## config.mk

```make
export PLATFORM = sky130hd
export DESIGN_NAME = cdc_top
export DESIGN_NICKNAME = d
export VERILOG_FILES = /design/src/inc/cdc_pkg.sv /design/src/core/cdc_slicer.sv /design/src/core/cdc_tdr.sv /design/src/core/cdc_top.sv
export SDC_FILE = /design/constraint.sdc
export NUM_CORES = 1
export LEC_CHECK = 0
export BUFFER_PORTS_ARGS = -buffer_cell sky130_fd_sc_hd__buf_2
export CAP_MARGIN = 20
export CORE_ASPECT_RATIO = 0.9
export CORE_MARGIN = 2
export CORE_UTILIZATION = 54
export DETAILED_ROUTE_END_ITERATION = 8
export PLACE_DENSITY = 0.83
export REMOVE_ABC_BUFFERS = 1
export SLEW_MARGIN = 5
export SYNTH_ARGS = -nofsm -noshare
export SYNTH_HDL_FRONTEND = slang
export SYNTH_HIERARCHICAL = 1
export SYNTH_SLANG_ARGS = --single-unit
```

## constraint.sdc

```tcl
create_clock -name I_CLK -period 2.7 [get_ports I_CLK]
set_input_delay 0 -clock I_CLK [delete_from_list [all_inputs] [get_ports I_CLK]]
set_output_delay 0 -clock I_CLK [all_outputs]
set_load 0.05 [all_outputs]
```

## src/inc/cdc_pkg.sv

```systemverilog
// Shared constants and types for the cable diagnostics control block.
// ==========================================================================
package cdc_pkg;
  // ========================================================================
  // Register offsets (byte addresses) and field positions.
  localparam logic [7:0] CDC_OFS_REFL = 8'h00;
  localparam logic [7:0] CDC_OFS_CFG = 8'h04;
  localparam logic [7:0] CDC_OFS_MATCH = 8'h08;
  localparam logic [7:0] CDC_OFS_TCTL = 8'h0C;
  localparam logic [7:0] CDC_OFS_TWR = 8'h10;
  localparam logic [7:0] CDC_OFS_SLICE = 8'h14;
  localparam int CDC_REFL_EN_BIT = 0;
  localparam int CDC_REFL_BUSY_BIT = 1;
  localparam int CDC_REFL_DONE_BIT = 2;
  localparam int CDC_REFL_PAIR_BIT = 3;
  localparam int CDC_REFL_NOECHO_BIT = 4;
  localparam int CDC_REFL_LEN_LSB = 8;
  localparam int CDC_CFG_XOVER_BIT = 0;
  localparam int CDC_CFG_AUTOX_BIT = 1;
  localparam int CDC_CFG_ANEG_BIT = 2;
  localparam int CDC_CFG_F100_BIT = 3;
  localparam int CDC_MATCH_VALID_BIT = 4;
  localparam int CDC_TCTL_MODE_BIT = 10;
  localparam logic [3:0] CDC_CFG_RESET = 4'h6;
  localparam logic [15:0] CDC_TWR_ROUTE = 16'h7200;
  localparam logic [15:0] CDC_TCTL_BUSEN = 16'h4401;
  // ========================================================================
  // Timing at 40 MHz.
  localparam int CDC_CLK_NS = 25;
  localparam int CDC_PULSE_NS = 50;
  localparam int CDC_LISTEN_NS = 2000;
  localparam int CDC_PULSE_CYC = (CDC_PULSE_NS + CDC_CLK_NS - 1) / CDC_CLK_NS;
  localparam int CDC_LISTEN_CYC = CDC_LISTEN_NS / CDC_CLK_NS;
  localparam int CDC_NUM_PULSES = 4;
  // ========================================================================
  // Slicer and matched length constants.
  localparam int CDC_SLICE_THR = 32;
  localparam int CDC_SLICE_REF = 64;
  localparam int CDC_SLICE_ERR_MAX = 32;
  localparam logic [3:0] CDC_MATCH_CODE_MAX = 4'hF;
  localparam int CDC_MATCH_SHIFT = 2;
  typedef enum logic [1:0] {
    CDC_ST_IDLE = 2'b00,
    CDC_ST_PULSE = 2'b01,
    CDC_ST_LISTEN = 2'b11,
    CDC_ST_DONE = 2'b10
  } cdc_tdr_state_type;
endpackage

```

## src/core/cdc_slicer.sv

```systemverilog
// Three-level slicer with bounded slicer error.
`timescale 1ns/1ps
module cdc_slicer import cdc_pkg::*; (
  input wire logic i_clk,
  input wire logic i_reset,
  input wire logic signed [7:0] i_sample,
  output logic signed [1:0] o_symbol,
  output logic signed [6:0] o_error
);
  logic signed [1:0] sym_d;
  logic signed [6:0] err_d;
  logic signed [8:0] ideal;
  logic signed [8:0] diff;

  // Quantize the sample and clamp its distance from the ideal level.
  always_comb begin
    if (i_sample > CDC_SLICE_THR) begin
      sym_d = 2'sd1;
      ideal = 9'(CDC_SLICE_REF);
    end else if (i_sample < -CDC_SLICE_THR) begin
      sym_d = -2'sd1;
      ideal = -9'(CDC_SLICE_REF);
    end else begin
      sym_d = 2'sd0;
      ideal = 9'sd0;
    end
    diff = 9'(i_sample) - ideal;
    if (diff > CDC_SLICE_ERR_MAX) begin
      err_d = 7'(CDC_SLICE_ERR_MAX);
    end else if (diff < -CDC_SLICE_ERR_MAX) begin
      err_d = -7'(CDC_SLICE_ERR_MAX);
    end else begin
      err_d = diff[6:0];
    end
  end

  // Register the symbol and error.
  always_ff @(posedge i_clk) begin
    if (i_reset) begin
      o_symbol <= 2'sd0;
      o_error <= 7'sd0;
    end else begin
      o_symbol <= sym_d;
      o_error <= err_d;
    end
  end
endmodule // cdc_slicer

```

## src/core/cdc_tdr.sv

```systemverilog
// Reflectometry pulse generator and echo interval timer.
`timescale 1ns/1ps
module cdc_tdr import cdc_pkg::*; #(
  parameter int PULSE_CYC = CDC_PULSE_CYC,
  parameter int LISTEN_CYC = CDC_LISTEN_CYC,
  parameter int NUM_PULSES = CDC_NUM_PULSES,
  parameter int LEN_W = 8
) (
  input wire logic i_clk,
  input wire logic i_reset,
  input wire logic i_start,
  input wire logic i_pair,
  input wire logic i_echo,
  output logic o_tx_pulse,
  output logic o_rx_pulse,
  output logic o_busy,
  output logic o_done,
  output logic o_noecho,
  output logic [LEN_W-1:0] o_len
);
  localparam int TW = $clog2(PULSE_CYC + LISTEN_CYC + 1);
  localparam int PW = $clog2(NUM_PULSES + 1);
  cdc_tdr_state_type st_q, st_d;
  logic [TW-1:0] t_q, t_d;
  logic [PW-1:0] n_q, n_d;
  logic seen_q, seen_d;
  logic tx_d, rx_d, busy_d, done_d, noecho_d;
  logic [LEN_W-1:0] len_d;

  // Next state: pulse, listen for the echo, repeat, then report.
  always_comb begin
    st_d = st_q;
    t_d = t_q;
    n_d = n_q;
    seen_d = seen_q;
    len_d = o_len;
    noecho_d = o_noecho;
    tx_d = 1'b0;
    rx_d = 1'b0;
    done_d = 1'b0;
    case (st_q)
      CDC_ST_IDLE: begin
        if (i_start) begin
          st_d = CDC_ST_PULSE;
          t_d = '0;
          n_d = '0;
          seen_d = 1'b0;
          len_d = '0;
          noecho_d = 1'b0;
          tx_d = !i_pair;
          rx_d = i_pair;
        end
      end
      CDC_ST_PULSE: begin
        t_d = t_q + 1'b1;
        if (t_q == TW'(PULSE_CYC - 1)) begin
          st_d = CDC_ST_LISTEN;
        end else begin
          tx_d = !i_pair;
          rx_d = i_pair;
        end
      end
      CDC_ST_LISTEN: begin
        t_d = t_q + 1'b1;
        if (i_echo && !seen_q) begin
          seen_d = 1'b1;
          len_d = LEN_W'(t_q);
        end
        if (t_q == TW'(PULSE_CYC + LISTEN_CYC - 1)) begin
          if (n_q == PW'(NUM_PULSES - 1)) begin
            st_d = CDC_ST_DONE;
            done_d = 1'b1;
            noecho_d = !(seen_q || i_echo);
          end else begin
            st_d = CDC_ST_PULSE;
            n_d = n_q + 1'b1;
            t_d = '0;
            seen_d = 1'b0;
            tx_d = !i_pair;
            rx_d = i_pair;
          end
        end
      end
      CDC_ST_DONE: begin
        st_d = CDC_ST_IDLE;
      end
      default: begin
        st_d = CDC_ST_IDLE;
      end
    endcase
    busy_d = (st_d != CDC_ST_IDLE);
  end

  // State registers.
  always_ff @(posedge i_clk) begin
    if (i_reset) begin
      st_q <= CDC_ST_IDLE;
      t_q <= '0;
      n_q <= '0;
      seen_q <= 1'b0;
      o_len <= '0;
      o_noecho <= 1'b0;
      o_tx_pulse <= 1'b0;
      o_rx_pulse <= 1'b0;
      o_busy <= 1'b0;
      o_done <= 1'b0;
    end else begin
      st_q <= st_d;
      t_q <= t_d;
      n_q <= n_d;
      seen_q <= seen_d;
      o_len <= len_d;
      o_noecho <= noecho_d;
      o_tx_pulse <= tx_d;
      o_rx_pulse <= rx_d;
      o_busy <= busy_d;
      o_done <= done_d;
    end
  end
endmodule // cdc_tdr

```

## src/core/cdc_top.sv

```systemverilog
// Cable diagnostics control: Wishbone registers, reflectometry, matched length.
//
// The Wishbone slave port and the register offsets were chosen for this implementation.
`timescale 1ns/1ps
module cdc_top import cdc_pkg::*; #(
  parameter int PULSE_CYC = CDC_PULSE_CYC,
  parameter int LISTEN_CYC = CDC_LISTEN_CYC,
  parameter int NUM_PULSES = CDC_NUM_PULSES
) (
  input wire logic I_CLK,
  input wire logic I_RESET,
  input wire logic I_WB_CYC,
  input wire logic I_WB_STB,
  input wire logic I_WB_WE,
  input wire logic [7:0] I_WB_ADR,
  input wire logic [3:0] I_WB_SEL,
  input wire logic [31:0] I_WB_DAT,
  output logic [31:0] O_WB_DAT,
  output logic O_WB_ACK,
  input wire logic I_MDIX_RESOLVED,
  input wire logic I_ECHO_TX,
  input wire logic I_ECHO_RX,
  input wire logic I_LINK_100,
  input wire logic [5:0] I_CABLE_ATTEN,
  input wire logic signed [7:0] I_RX_SAMPLE,
  output logic O_TX_PULSE,
  output logic O_RX_PULSE,
  output logic O_LINK_DROP,
  output logic [5:0] O_TEST_BUS,
  output logic O_TEST_BUS_EN
);
  // ========================================================================
  // Declarations.
  logic ack_q, ack_d;
  logic [31:0] rdat_q, rdat_d;
  logic [3:0] cfg_q, cfg_d;
  logic start_q, start_d;
  logic pair_q, pair_d;
  logic done_q, done_d;
  logic drop_q, drop_d;
  logic [15:0] tctl_q, tctl_d;
  logic [15:0] twr_q, twr_d;
  logic [1:0] tseq_q, tseq_d;
  logic tmode_q, tmode_d;
  logic [3:0] mcode_q, mcode_d;
  logic mvalid_q, mvalid_d;
  logic [5:0] tbus_q, tbus_d;
  logic tbus_en_q, tbus_en_d;
  logic req, wr_fire, sel_pair, echo, precond_ok;
  logic tdr_busy, tdr_done, tdr_noecho;
  logic [7:0] tdr_len;
  logic [5:0] atten_code;
  logic signed [1:0] slc_sym;
  logic signed [6:0] slc_err;

  // Address match, used by both the read and write paths.
  function automatic logic hit(input logic [7:0] adr, input logic [7:0] ofs);
    hit = (adr[7:2] == ofs[7:2]);
  endfunction

  // Merge write data into a 16-bit register under the low byte enables.
  function automatic logic [15:0] merge16(input logic [15:0] old, input logic [31:0] wd,
                                          input logic [3:0] sel);
    merge16 = {sel[1] ? wd[15:8] : old[15:8], sel[0] ? wd[7:0] : old[7:0]};
  endfunction

  // ========================================================================
  // Submodules.
  cdc_tdr #(
    .PULSE_CYC(PULSE_CYC),
    .LISTEN_CYC(LISTEN_CYC),
    .NUM_PULSES(NUM_PULSES),
    .LEN_W(8)
  ) u_tdr (
    .i_clk(I_CLK),
    .i_reset(I_RESET),
    .i_start(start_q),
    .i_pair(pair_q),
    .i_echo(echo),
    .o_tx_pulse(O_TX_PULSE),
    .o_rx_pulse(O_RX_PULSE),
    .o_busy(tdr_busy),
    .o_done(tdr_done),
    .o_noecho(tdr_noecho),
    .o_len(tdr_len)
  );

  cdc_slicer u_slicer (
    .i_clk(I_CLK),
    .i_reset(I_RESET),
    .i_sample(I_RX_SAMPLE),
    .o_symbol(slc_sym),
    .o_error(slc_err)
  );

  // ========================================================================
  // Bus handshake and decode helpers.
  assign req = I_WB_CYC && I_WB_STB;
  assign wr_fire = req && I_WB_WE && ack_q;
  // The tested pair follows the crossover state bit while auto crossover is off.
  assign sel_pair = cfg_q[CDC_CFG_AUTOX_BIT] ? I_MDIX_RESOLVED
                                              : cfg_q[CDC_CFG_XOVER_BIT];
  assign echo = pair_q ? I_ECHO_RX : I_ECHO_TX;
  // A test only starts once negotiation and auto crossover are off at forced 100.
  assign precond_ok = !cfg_q[CDC_CFG_AUTOX_BIT] && !cfg_q[CDC_CFG_ANEG_BIT]
                      && cfg_q[CDC_CFG_F100_BIT];
  assign atten_code = I_CABLE_ATTEN >> CDC_MATCH_SHIFT;

  // ========================================================================
  // Register file and side effects, next values.
  always_comb begin
    ack_d = req && !ack_q;
    rdat_d = rdat_q;
    cfg_d = cfg_q;
    start_d = 1'b0;
    pair_d = pair_q;
    done_d = done_q || tdr_done;
    tctl_d = tctl_q;
    twr_d = twr_q;
    tseq_d = tseq_q;
    tmode_d = tmode_q;
    if (ack_d && !I_WB_WE) begin
      rdat_d = 32'h0000_0000;
      if (hit(I_WB_ADR, CDC_OFS_REFL)) begin
        rdat_d[CDC_REFL_EN_BIT] = tdr_busy || start_q;
        rdat_d[CDC_REFL_BUSY_BIT] = tdr_busy || start_q;
        rdat_d[CDC_REFL_DONE_BIT] = done_q;
        rdat_d[CDC_REFL_PAIR_BIT] = pair_q;
        rdat_d[CDC_REFL_NOECHO_BIT] = tdr_noecho;
        rdat_d[CDC_REFL_LEN_LSB +: 8] = tdr_len;
      end else if (hit(I_WB_ADR, CDC_OFS_CFG)) begin
        rdat_d[3:0] = cfg_q;
      end else if (hit(I_WB_ADR, CDC_OFS_MATCH)) begin
        rdat_d[3:0] = mcode_q;
        rdat_d[CDC_MATCH_VALID_BIT] = mvalid_q;
      end else if (hit(I_WB_ADR, CDC_OFS_TCTL)) begin
        rdat_d[15:0] = tctl_q;
      end else if (hit(I_WB_ADR, CDC_OFS_TWR)) begin
        rdat_d[15:0] = twr_q;
      end else if (hit(I_WB_ADR, CDC_OFS_SLICE)) begin
        rdat_d[6:0] = slc_err;
        rdat_d[9:8] = slc_sym;
      end
    end
    if (wr_fire && hit(I_WB_ADR, CDC_OFS_REFL) && I_WB_SEL[0]) begin
      if (I_WB_DAT[CDC_REFL_EN_BIT] && !tdr_busy && !start_q && precond_ok) begin
        start_d = 1'b1;
        pair_d = sel_pair;
        done_d = 1'b0;
      end
    end
    if (wr_fire && hit(I_WB_ADR, CDC_OFS_CFG) && I_WB_SEL[0]) begin
      cfg_d = I_WB_DAT[3:0];
    end
    if (wr_fire && hit(I_WB_ADR, CDC_OFS_TWR)) begin
      twr_d = merge16(twr_q, I_WB_DAT, I_WB_SEL);
    end
    // Toggling the mode bit high, low, high arms the test mode.
    if (wr_fire && hit(I_WB_ADR, CDC_OFS_TCTL)) begin
      tctl_d = merge16(tctl_q, I_WB_DAT, I_WB_SEL);
      case (tseq_q)
        2'd0: tseq_d = tctl_d[CDC_TCTL_MODE_BIT] ? 2'd1 : 2'd0;
        2'd1: tseq_d = tctl_d[CDC_TCTL_MODE_BIT] ? 2'd1 : 2'd2;
        2'd2: begin
          if (tctl_d[CDC_TCTL_MODE_BIT]) begin
            tmode_d = 1'b1;
            tseq_d = 2'd0;
          end
        end
        default: tseq_d = 2'd0;
      endcase
    end
  end

  // Link-side outputs and matched length, next values.
  always_comb begin
    drop_d = tdr_busy || start_q;
    mvalid_d = I_LINK_100;
    mcode_d = mcode_q;
    if (I_LINK_100) begin
      // Codes saturate at the top so the longest supported cable still reads.
      mcode_d = (atten_code > 6'(CDC_MATCH_CODE_MAX)) ? CDC_MATCH_CODE_MAX
                                                      : atten_code[3:0];
    end
    tbus_en_d = tmode_q && (tctl_q == CDC_TCTL_BUSEN);
    tbus_d = 6'h00;
    if (tbus_en_d && twr_q == CDC_TWR_ROUTE) begin
      tbus_d = slc_err[5:0];
    end
  end

  // ========================================================================
  // State registers.
  always_ff @(posedge I_CLK) begin
    if (I_RESET) begin
      ack_q <= 1'b0;
      rdat_q <= 32'h0000_0000;
      cfg_q <= CDC_CFG_RESET;
      start_q <= 1'b0;
      pair_q <= 1'b0;
      done_q <= 1'b0;
      drop_q <= 1'b0;
      tctl_q <= 16'h0000;
      twr_q <= 16'h0000;
      tseq_q <= 2'd0;
      tmode_q <= 1'b0;
      mcode_q <= 4'h0;
      mvalid_q <= 1'b0;
      tbus_q <= 6'h00;
      tbus_en_q <= 1'b0;
    end else begin
      ack_q <= ack_d;
      rdat_q <= rdat_d;
      cfg_q <= cfg_d;
      start_q <= start_d;
      pair_q <= pair_d;
      done_q <= done_d;
      drop_q <= drop_d;
      tctl_q <= tctl_d;
      twr_q <= twr_d;
      tseq_q <= tseq_d;
      tmode_q <= tmode_d;
      mcode_q <= mcode_d;
      mvalid_q <= mvalid_d;
      tbus_q <= tbus_d;
      tbus_en_q <= tbus_en_d;
    end
  end

  assign O_WB_ACK = ack_q;
  assign O_WB_DAT = rdat_q;
  assign O_LINK_DROP = drop_q;
  assign O_TEST_BUS = tbus_q;
  assign O_TEST_BUS_EN = tbus_en_q;
endmodule // cdc_top

```

Word-level counts from Yosys, hierarchy flattened
Cells that the tools add are included.

Add/sub/neg operators: 3. $lt $le $gt $ge: 5. Equality and inequality tests: 21. Multiplexer cells: 66. Bitwise operators: 4. Reductions and logical operators: 55.

Operator list (number): 7-bit 2-to-1 mux (6); 16-bit by 15-bit == test with 1-bit output, second input constant (2); 8-bit 2-to-1 mux (3); 1-bit 2-to-1 mux (23); 7-bit case mux with 3 select lines (1); 1-bit logical AND (19); 2-bit 2-to-1 mux (9); 9-bit 2-to-1 mux (2); 16-bit 2-to-1 mux (1); 8-bit case mux with 2 select lines (1); 2-bit AND reduction (8); 3-bit 2-to-1 mux (5); 6-bit by 2-bit == test with 1-bit output, second input constant (2); 6-bit by 3-bit == test with 1-bit output, second input constant (2); 12-bit 2-to-1 mux (1); 6-bit 2-to-1 mux (2); 11-bit 2-to-1 mux (1); 5-bit 2-to-1 mux (2); 9-bit by 7-bit > comparator with 1-bit output, second input constant (1); 1-bit logical NOT (9); 9-bit by 6-bit < comparator with 1-bit output, second input constant (1); 8-bit by 9-bit subtractor with 9-bit output (1); 8-bit by 7-bit > comparator with 1-bit output, second input constant (1); 8-bit by 6-bit < comparator with 1-bit output, second input constant (1); 27 further kinds (50).

Bits in registers: 107. Input bits: 67. Output and inout bits: 43.

Longest topological paths before layout
Depth after elaboration: 7. Depth in mapped cells: 8. Depth with buffers taken out: 8.

Hierarchy
The synthesis kept the hierarchy.

Modules (own cells, without submodules): cdc_top (instances 1, cells each 366, area an instance 3335.7 µm², sequential area each 1441.4 µm²); cdc_tdr (instances 1, cells each 127, area an instance 1147.4 µm², sequential area each 500.5 µm²); cdc_slicer (instances 1, cells each 37, area an instance 392.9 µm², sequential area each 180.2 µm²).

Least setup slack after synthesis
Ideal clock, no wire load.

Kind: register -> register. Start: register ack_q, in the netlist O_WB_ACK. End: register twr_q[10]. Library setup time: 0.128 ns. Arrival time: 1.859 ns. Setup slack: 0.713 ns. Stages on the path, launching flop included: 6. Buffers on the path: 1. Period minus slack after synthesis: 1.987 ns. Cells stage by stage: dfxtp_1 > and4_1 > clkbuf_1 > nand4_1 > mux2i_1 > nor2_1.

Cells in the longest elaborated chain, start to end: 3.

Ends and longest elaborated chain: start: declaration (RTL line cdc_top.sv:34) `logic ack_q, ack_d;`; start signal: assignment (RTL line cdc_top.sv:212) `ack_q <= ack_d;`; 1-bit logical AND (RTL line cdc_top.sv:99) `assign wr_fire = req && I_WB_WE && ack_q;`; 1-bit logical AND (RTL line cdc_top.sv:155) `if (wr_fire && hit(I_WB_ADR, CDC_OFS_TWR)) begin`; 2-bit AND reduction (no line); end signal: assignment (RTL line cdc_top.sv:220) `twr_q <= twr_d;`; end: declaration (RTL line cdc_top.sv:42) `logic [15:0] twr_q, twr_d;`.

Every way passes these cells. A chain may end at the register's enable or synchronous reset.

Final worst setup path
Start: input I_RX_SAMPLE[1]. End: register u_slicer.o_error[0].

Cells in the longest elaborated chain, start to end: 6. Elaborated cells between the ends (all ways): 8.

Ends and longest elaborated chain: start: declaration (RTL line cdc_top.sv:25) `input wire logic signed [7:0] I_RX_SAMPLE,`; 8-bit by 6-bit < comparator with 1-bit output (RTL line cdc_slicer.sv:20) `end else if (i_sample < -CDC_SLICE_THR) begin`; 9-bit 2-to-1 mux (RTL line cdc_slicer.sv:20); 9-bit 2-to-1 mux (*) (RTL line cdc_slicer.sv:17) `if (i_sample > CDC_SLICE_THR) begin`; named net u_slicer.ideal[6] (RTL line cdc_slicer.sv:12) `logic signed [8:0] ideal;`; 8-bit by 9-bit subtractor with 9-bit output (*) (RTL line cdc_slicer.sv:27) `diff = 9'(i_sample) - ideal;`; 9-bit by 6-bit < comparator with 1-bit output or 9-bit by 7-bit > comparator with 1-bit output (tied branches) (RTL line cdc_slicer.sv:30, cdc_slicer.sv:28); 3-bit OR reduction (no line) (*); end signal: assignment (RTL line cdc_slicer.sv:44) `o_error <= err_d;`; end: declaration (RTL line cdc_slicer.sv:8) `output logic signed [6:0] o_error`.

Mark *: on every way through the listed nets, which the timed path passes. The rest lies on a longest branch.

==> flow_summary.ini <==
[outcome]
status = completed

[sta]
fin_skew_ns = 0.0105
setup_viol = 0
fin_crit_ns = 2.42
post-route-period-util_pct = 89.5
hold_violations = 0
max_freq_mhz = 414
holdWs_ns = 0.0952
fin_tns_setup_ns = 0
max_slew.worst_pin.slew_ns = 0.805
rsz0062_at_grt = no
relSlewSlack_pct = 45.8
slew_violations = 0

[yosys]
seq_area_frac_synth_pct = 43.5
syn_area_mm2 = 0.00488
synth_cell_types = 72
yosys.area_share.xor_xnor_pct = 0.719
synthSimpleGateAreaFrac_pct = 24.0
yosys-top-cells-area = dfxtp_1, mux2i_1, nor2_1
synthAdderAreaFrac_pct = 1.69
synth_top_family_by_area = simple AND/OR/NAND/NOR gates
synth-async-reset-ratio_pct = 0
synth_ff_type = dfxtp_1
synth-warning-count = 6
ys_seq_elements = 106
synth_mux_area_share_pct = 11.2
synth_compound_area_share_pct = 12.7
synth_top_area_cell = dfxtp_1
synth_cells = 530
synth_enable_flop_cells = 0
syn_avg_cell_area_um2 = 9.20
synth_top_area_share_pct = 43.5

[layout]
drive_gt1_share_pct = 18.7
diodes = 0
fin_util_pct = 67.2
layout.nets = 700
nFillCells = 679
syn_to_final_growth_pct = 19.8

[die]
io_pins = 110
fp.coreArea_mm2 = 0.00869
start_util_pct = 56.1
row_count = 32
chipWidth_um = 104
fp.dieH_um = 94.1
die_area_mm2 = 0.00981

[power_and_ir_drop]
combPwrFrac_pct = 11.4
p_sw_mw = 0.779
power.share.sequential_pct = 54.5
ir_drop_mv = 0.266
clockPowerShare_pct = 34.1
power_density_mw_per_mm2 = 500
finalPower_mw = 2.92
p_int_mw = 2.14
leakage_nw = 2.54
switching_share_pct = 26.7

[cts]
ctsRootBufferMaster = clkbuf_8
cts_made_buffers = 9
post_cts_resized = 0
cts-htree-levels = 3
clockBufferDepth = 2
clkLatencyLatePin_ns = 0.38
clock_sinks = 106
cts_hold_buf = 37
clk_pin_slew_worst_paths_ns = 0.10
cts_tree = done
post_cts_buffers = 0

[critical_path]
reg2reg_depth = 5
crit_arrival_ns = 2.68
cp_cell_sequence = dlygate4sd3_1 -> buf_2 -> nor3_4 -> a21boi_2 -> o31a_1 -> ha_1 -> fa_1 -> and4bb_1 -> a31oi_1 -> nor4b_1
slowest_stage = dlygate4sd3_1
critPathKind = input port to flip-flop
worstPathMaxFanout = 3
cp-end-kind = flip-flop
start_kind = input port
cpLargestDelayFamily = simple AND/OR/NAND/NOR gates
cp_num_cells = 10
worstPathRequired_ns = 2.96
critPathBufInv = 2
critPathMaxStageDelay_ns = 0.54

[global_route]
grt_pass1_vias = 4141
grt_start_max_net_pins = 53
grt_pass1_wl_um = 20100
antenna_found_initial = 0
grtUsageTotal_pct = 26.0
overflow = 0

[run]
drv_cap = 0

[route]
vias = 4395
wl_met1_um = 5390
via_per_inst = 5.85
ant_nets = 0
route.met2.wl_um = 6060
routedWlPerCell_um = 16.8
wirelength_um = 12700
firstDrtPassIters = 7
drt_iter0_drc = 383
met3WireLength_um = 1030
highest_layer = met4
route.detailed.drc = 0

[hold_path]
min_path_cells = 4
hold_class = input port to flip-flop

[placement]
gp_congestion = 0.911
port_buffers = 71
dp_hpwl_um = 8880
Yosys cell counts (4+ instances only):
cell and instances:
dfxtp_1 106, nand2_1 19, a31oi_1 7, a221o_1 10, nor2b_1 9, o31ai_1 4
buf_4 17, and2_1 8, nand2b_1 11, clkbuf_1 25, nor4_1 12, o21ai_0 18
ha_1 5, nor2_1 74, mux2i_1 50, xor2_1 4, nor3b_1 6, nand4_1 7
nand3_1 18, nor3_1 12, a21oi_1 18, inv_1 12, nor4b_1 4, mux2_2 4
logic make-up after synthesis:
group                    after synthesis
AO/OA/AOI/OAI                         88
XOR/XNOR                               4
adder cells (fa/ha/maj)                6
buffers and inverters                 59
flip-flops                           106
multiplexers                          54
other                                  2
AND/OR/NAND/NOR                      211
routing by layer:
metal / vias to the layer above / global-route usage (%)
li1: 2067 / -
met1: 2104 / 33.3
met2: 205 / 43.6
met3: 19 / 6.24
met4: 0 / 8.00
met5: - / 0
registers in the layout, indices dropped and copies added, names as in the netlist, 2 cells and up:
signal / cells
u_slicer/o_error: 7
u_tdr/o_len: 7
O_WB_DAT: 16
O_TEST_BUS: 6
twr_q: 16
u_tdr/n_q: 3
u_tdr/t_q: 7
mcode_q: 4
cfg_q: 4
u_tdr/st_q: 2
tseq_q: 2
tctl_q: 16
u_slicer/o_symbol: 2
final cells by class:
cell class / count / area, um2 / area share, %
Clock inverter: 6 / 73.8 / 1.26
Multi-Input combinational cell: 380 / 2530 / 43.2
Clock buffer: 10 / 128 / 2.18
Sequential cell: 106 / 2120 / 36.3
Inverter: 12 / 45.0 / 0.771
Timing Repair Buffer: 118 / 798 / 13.7
Tap cell: 119 / 149 / 2.55
worst register-to-register path, cell delays in order (launching register included):
cell and delay (ns):
dfxtp_1 0.44, ha_1 0.17, or4b_1 0.63, nor4_4 0.45, mux2_2 0.38, nor2_1 0.07
layout by cell type (no fill, tap or decap), types with 4 or more instances in the layout:
| cell | netlist | final |
|---|---|---|
| mux2_2 | 4 | 4 |
| nor4_1 | 12 | 12 |
| nor4b_1 | 4 | 4 |
| nor2_1 | 74 | 74 |
| dfxtp_1 | 106 | 106 |
| clkbuf_8 | 0 | 9 |
| dlygate4sd3_1 | 0 | 37 |
| a31oi_1 | 7 | 7 |
| nor3b_1 | 6 | 6 |
| nor2b_1 | 9 | 9 |
| nand4_1 | 7 | 7 |
| a21oi_1 | 18 | 18 |
| nor3_1 | 12 | 11 |
| nand3_1 | 18 | 18 |
| xor2_1 | 4 | 4 |
| a221o_1 | 10 | 10 |
| o31ai_1 | 4 | 4 |
| o21ai_0 | 18 | 18 |
| nand2b_1 | 11 | 11 |
| inv_1 | 12 | 12 |
| conb_1 | 2 | 17 |
| mux2i_1 | 50 | 50 |
| buf_4 | 17 | 9 |
| ha_1 | 5 | 5 |
| and2_1 | 8 | 8 |
| nor3_2 | 3 | 4 |
| buf_2 | 2 | 72 |
| nand2_1 | 19 | 19 |
final timing paths:
kind              slack (ns)                        endpoint                      start
setup / recovery        0.28  u_slicer/o_error[0]$_SDFF_PP0_             I_RX_SAMPLE[1]
hold / removal           0.1              start_q$_SDFF_PP0_                I_WB_SEL[0]
setup reg to reg        0.52       u_tdr/n_q[2]$_SDFFE_PP0P_  u_tdr/t_q[0]$_SDFFE_PP0P_
hold reg to reg         0.48               done_q$_SDFF_PP0_    u_tdr/o_done$_SDFF_PP0_
stage by stage:
step | cells | setup slack, ns | area (um2)
after global placement | 697 | 0.580 | 5270
after global routing | 751 | 0.232 | 5840
final | 751 | 0.282 | 5840
after detailed placement | 698 | 0.529 | 5270
after CTS | 751 | 0.368 | 5840
after floorplan | 498 | 0.0343 | 4680
power groups by stage:
stage / combinational, mW / sequential (mW) / clock, mW
floorplan: 0.140 / 1.65 / 0
global placement: 0.271 / 1.63 / 0
detailed placement: 0.279 / 1.63 / 0
CTS: 0.323 / 1.59 / 1.01
global route: 0.353 / 1.60 / 1.08
finish: 0.332 / 1.59 / 0.996
Power figures use the tool's default switching activity.
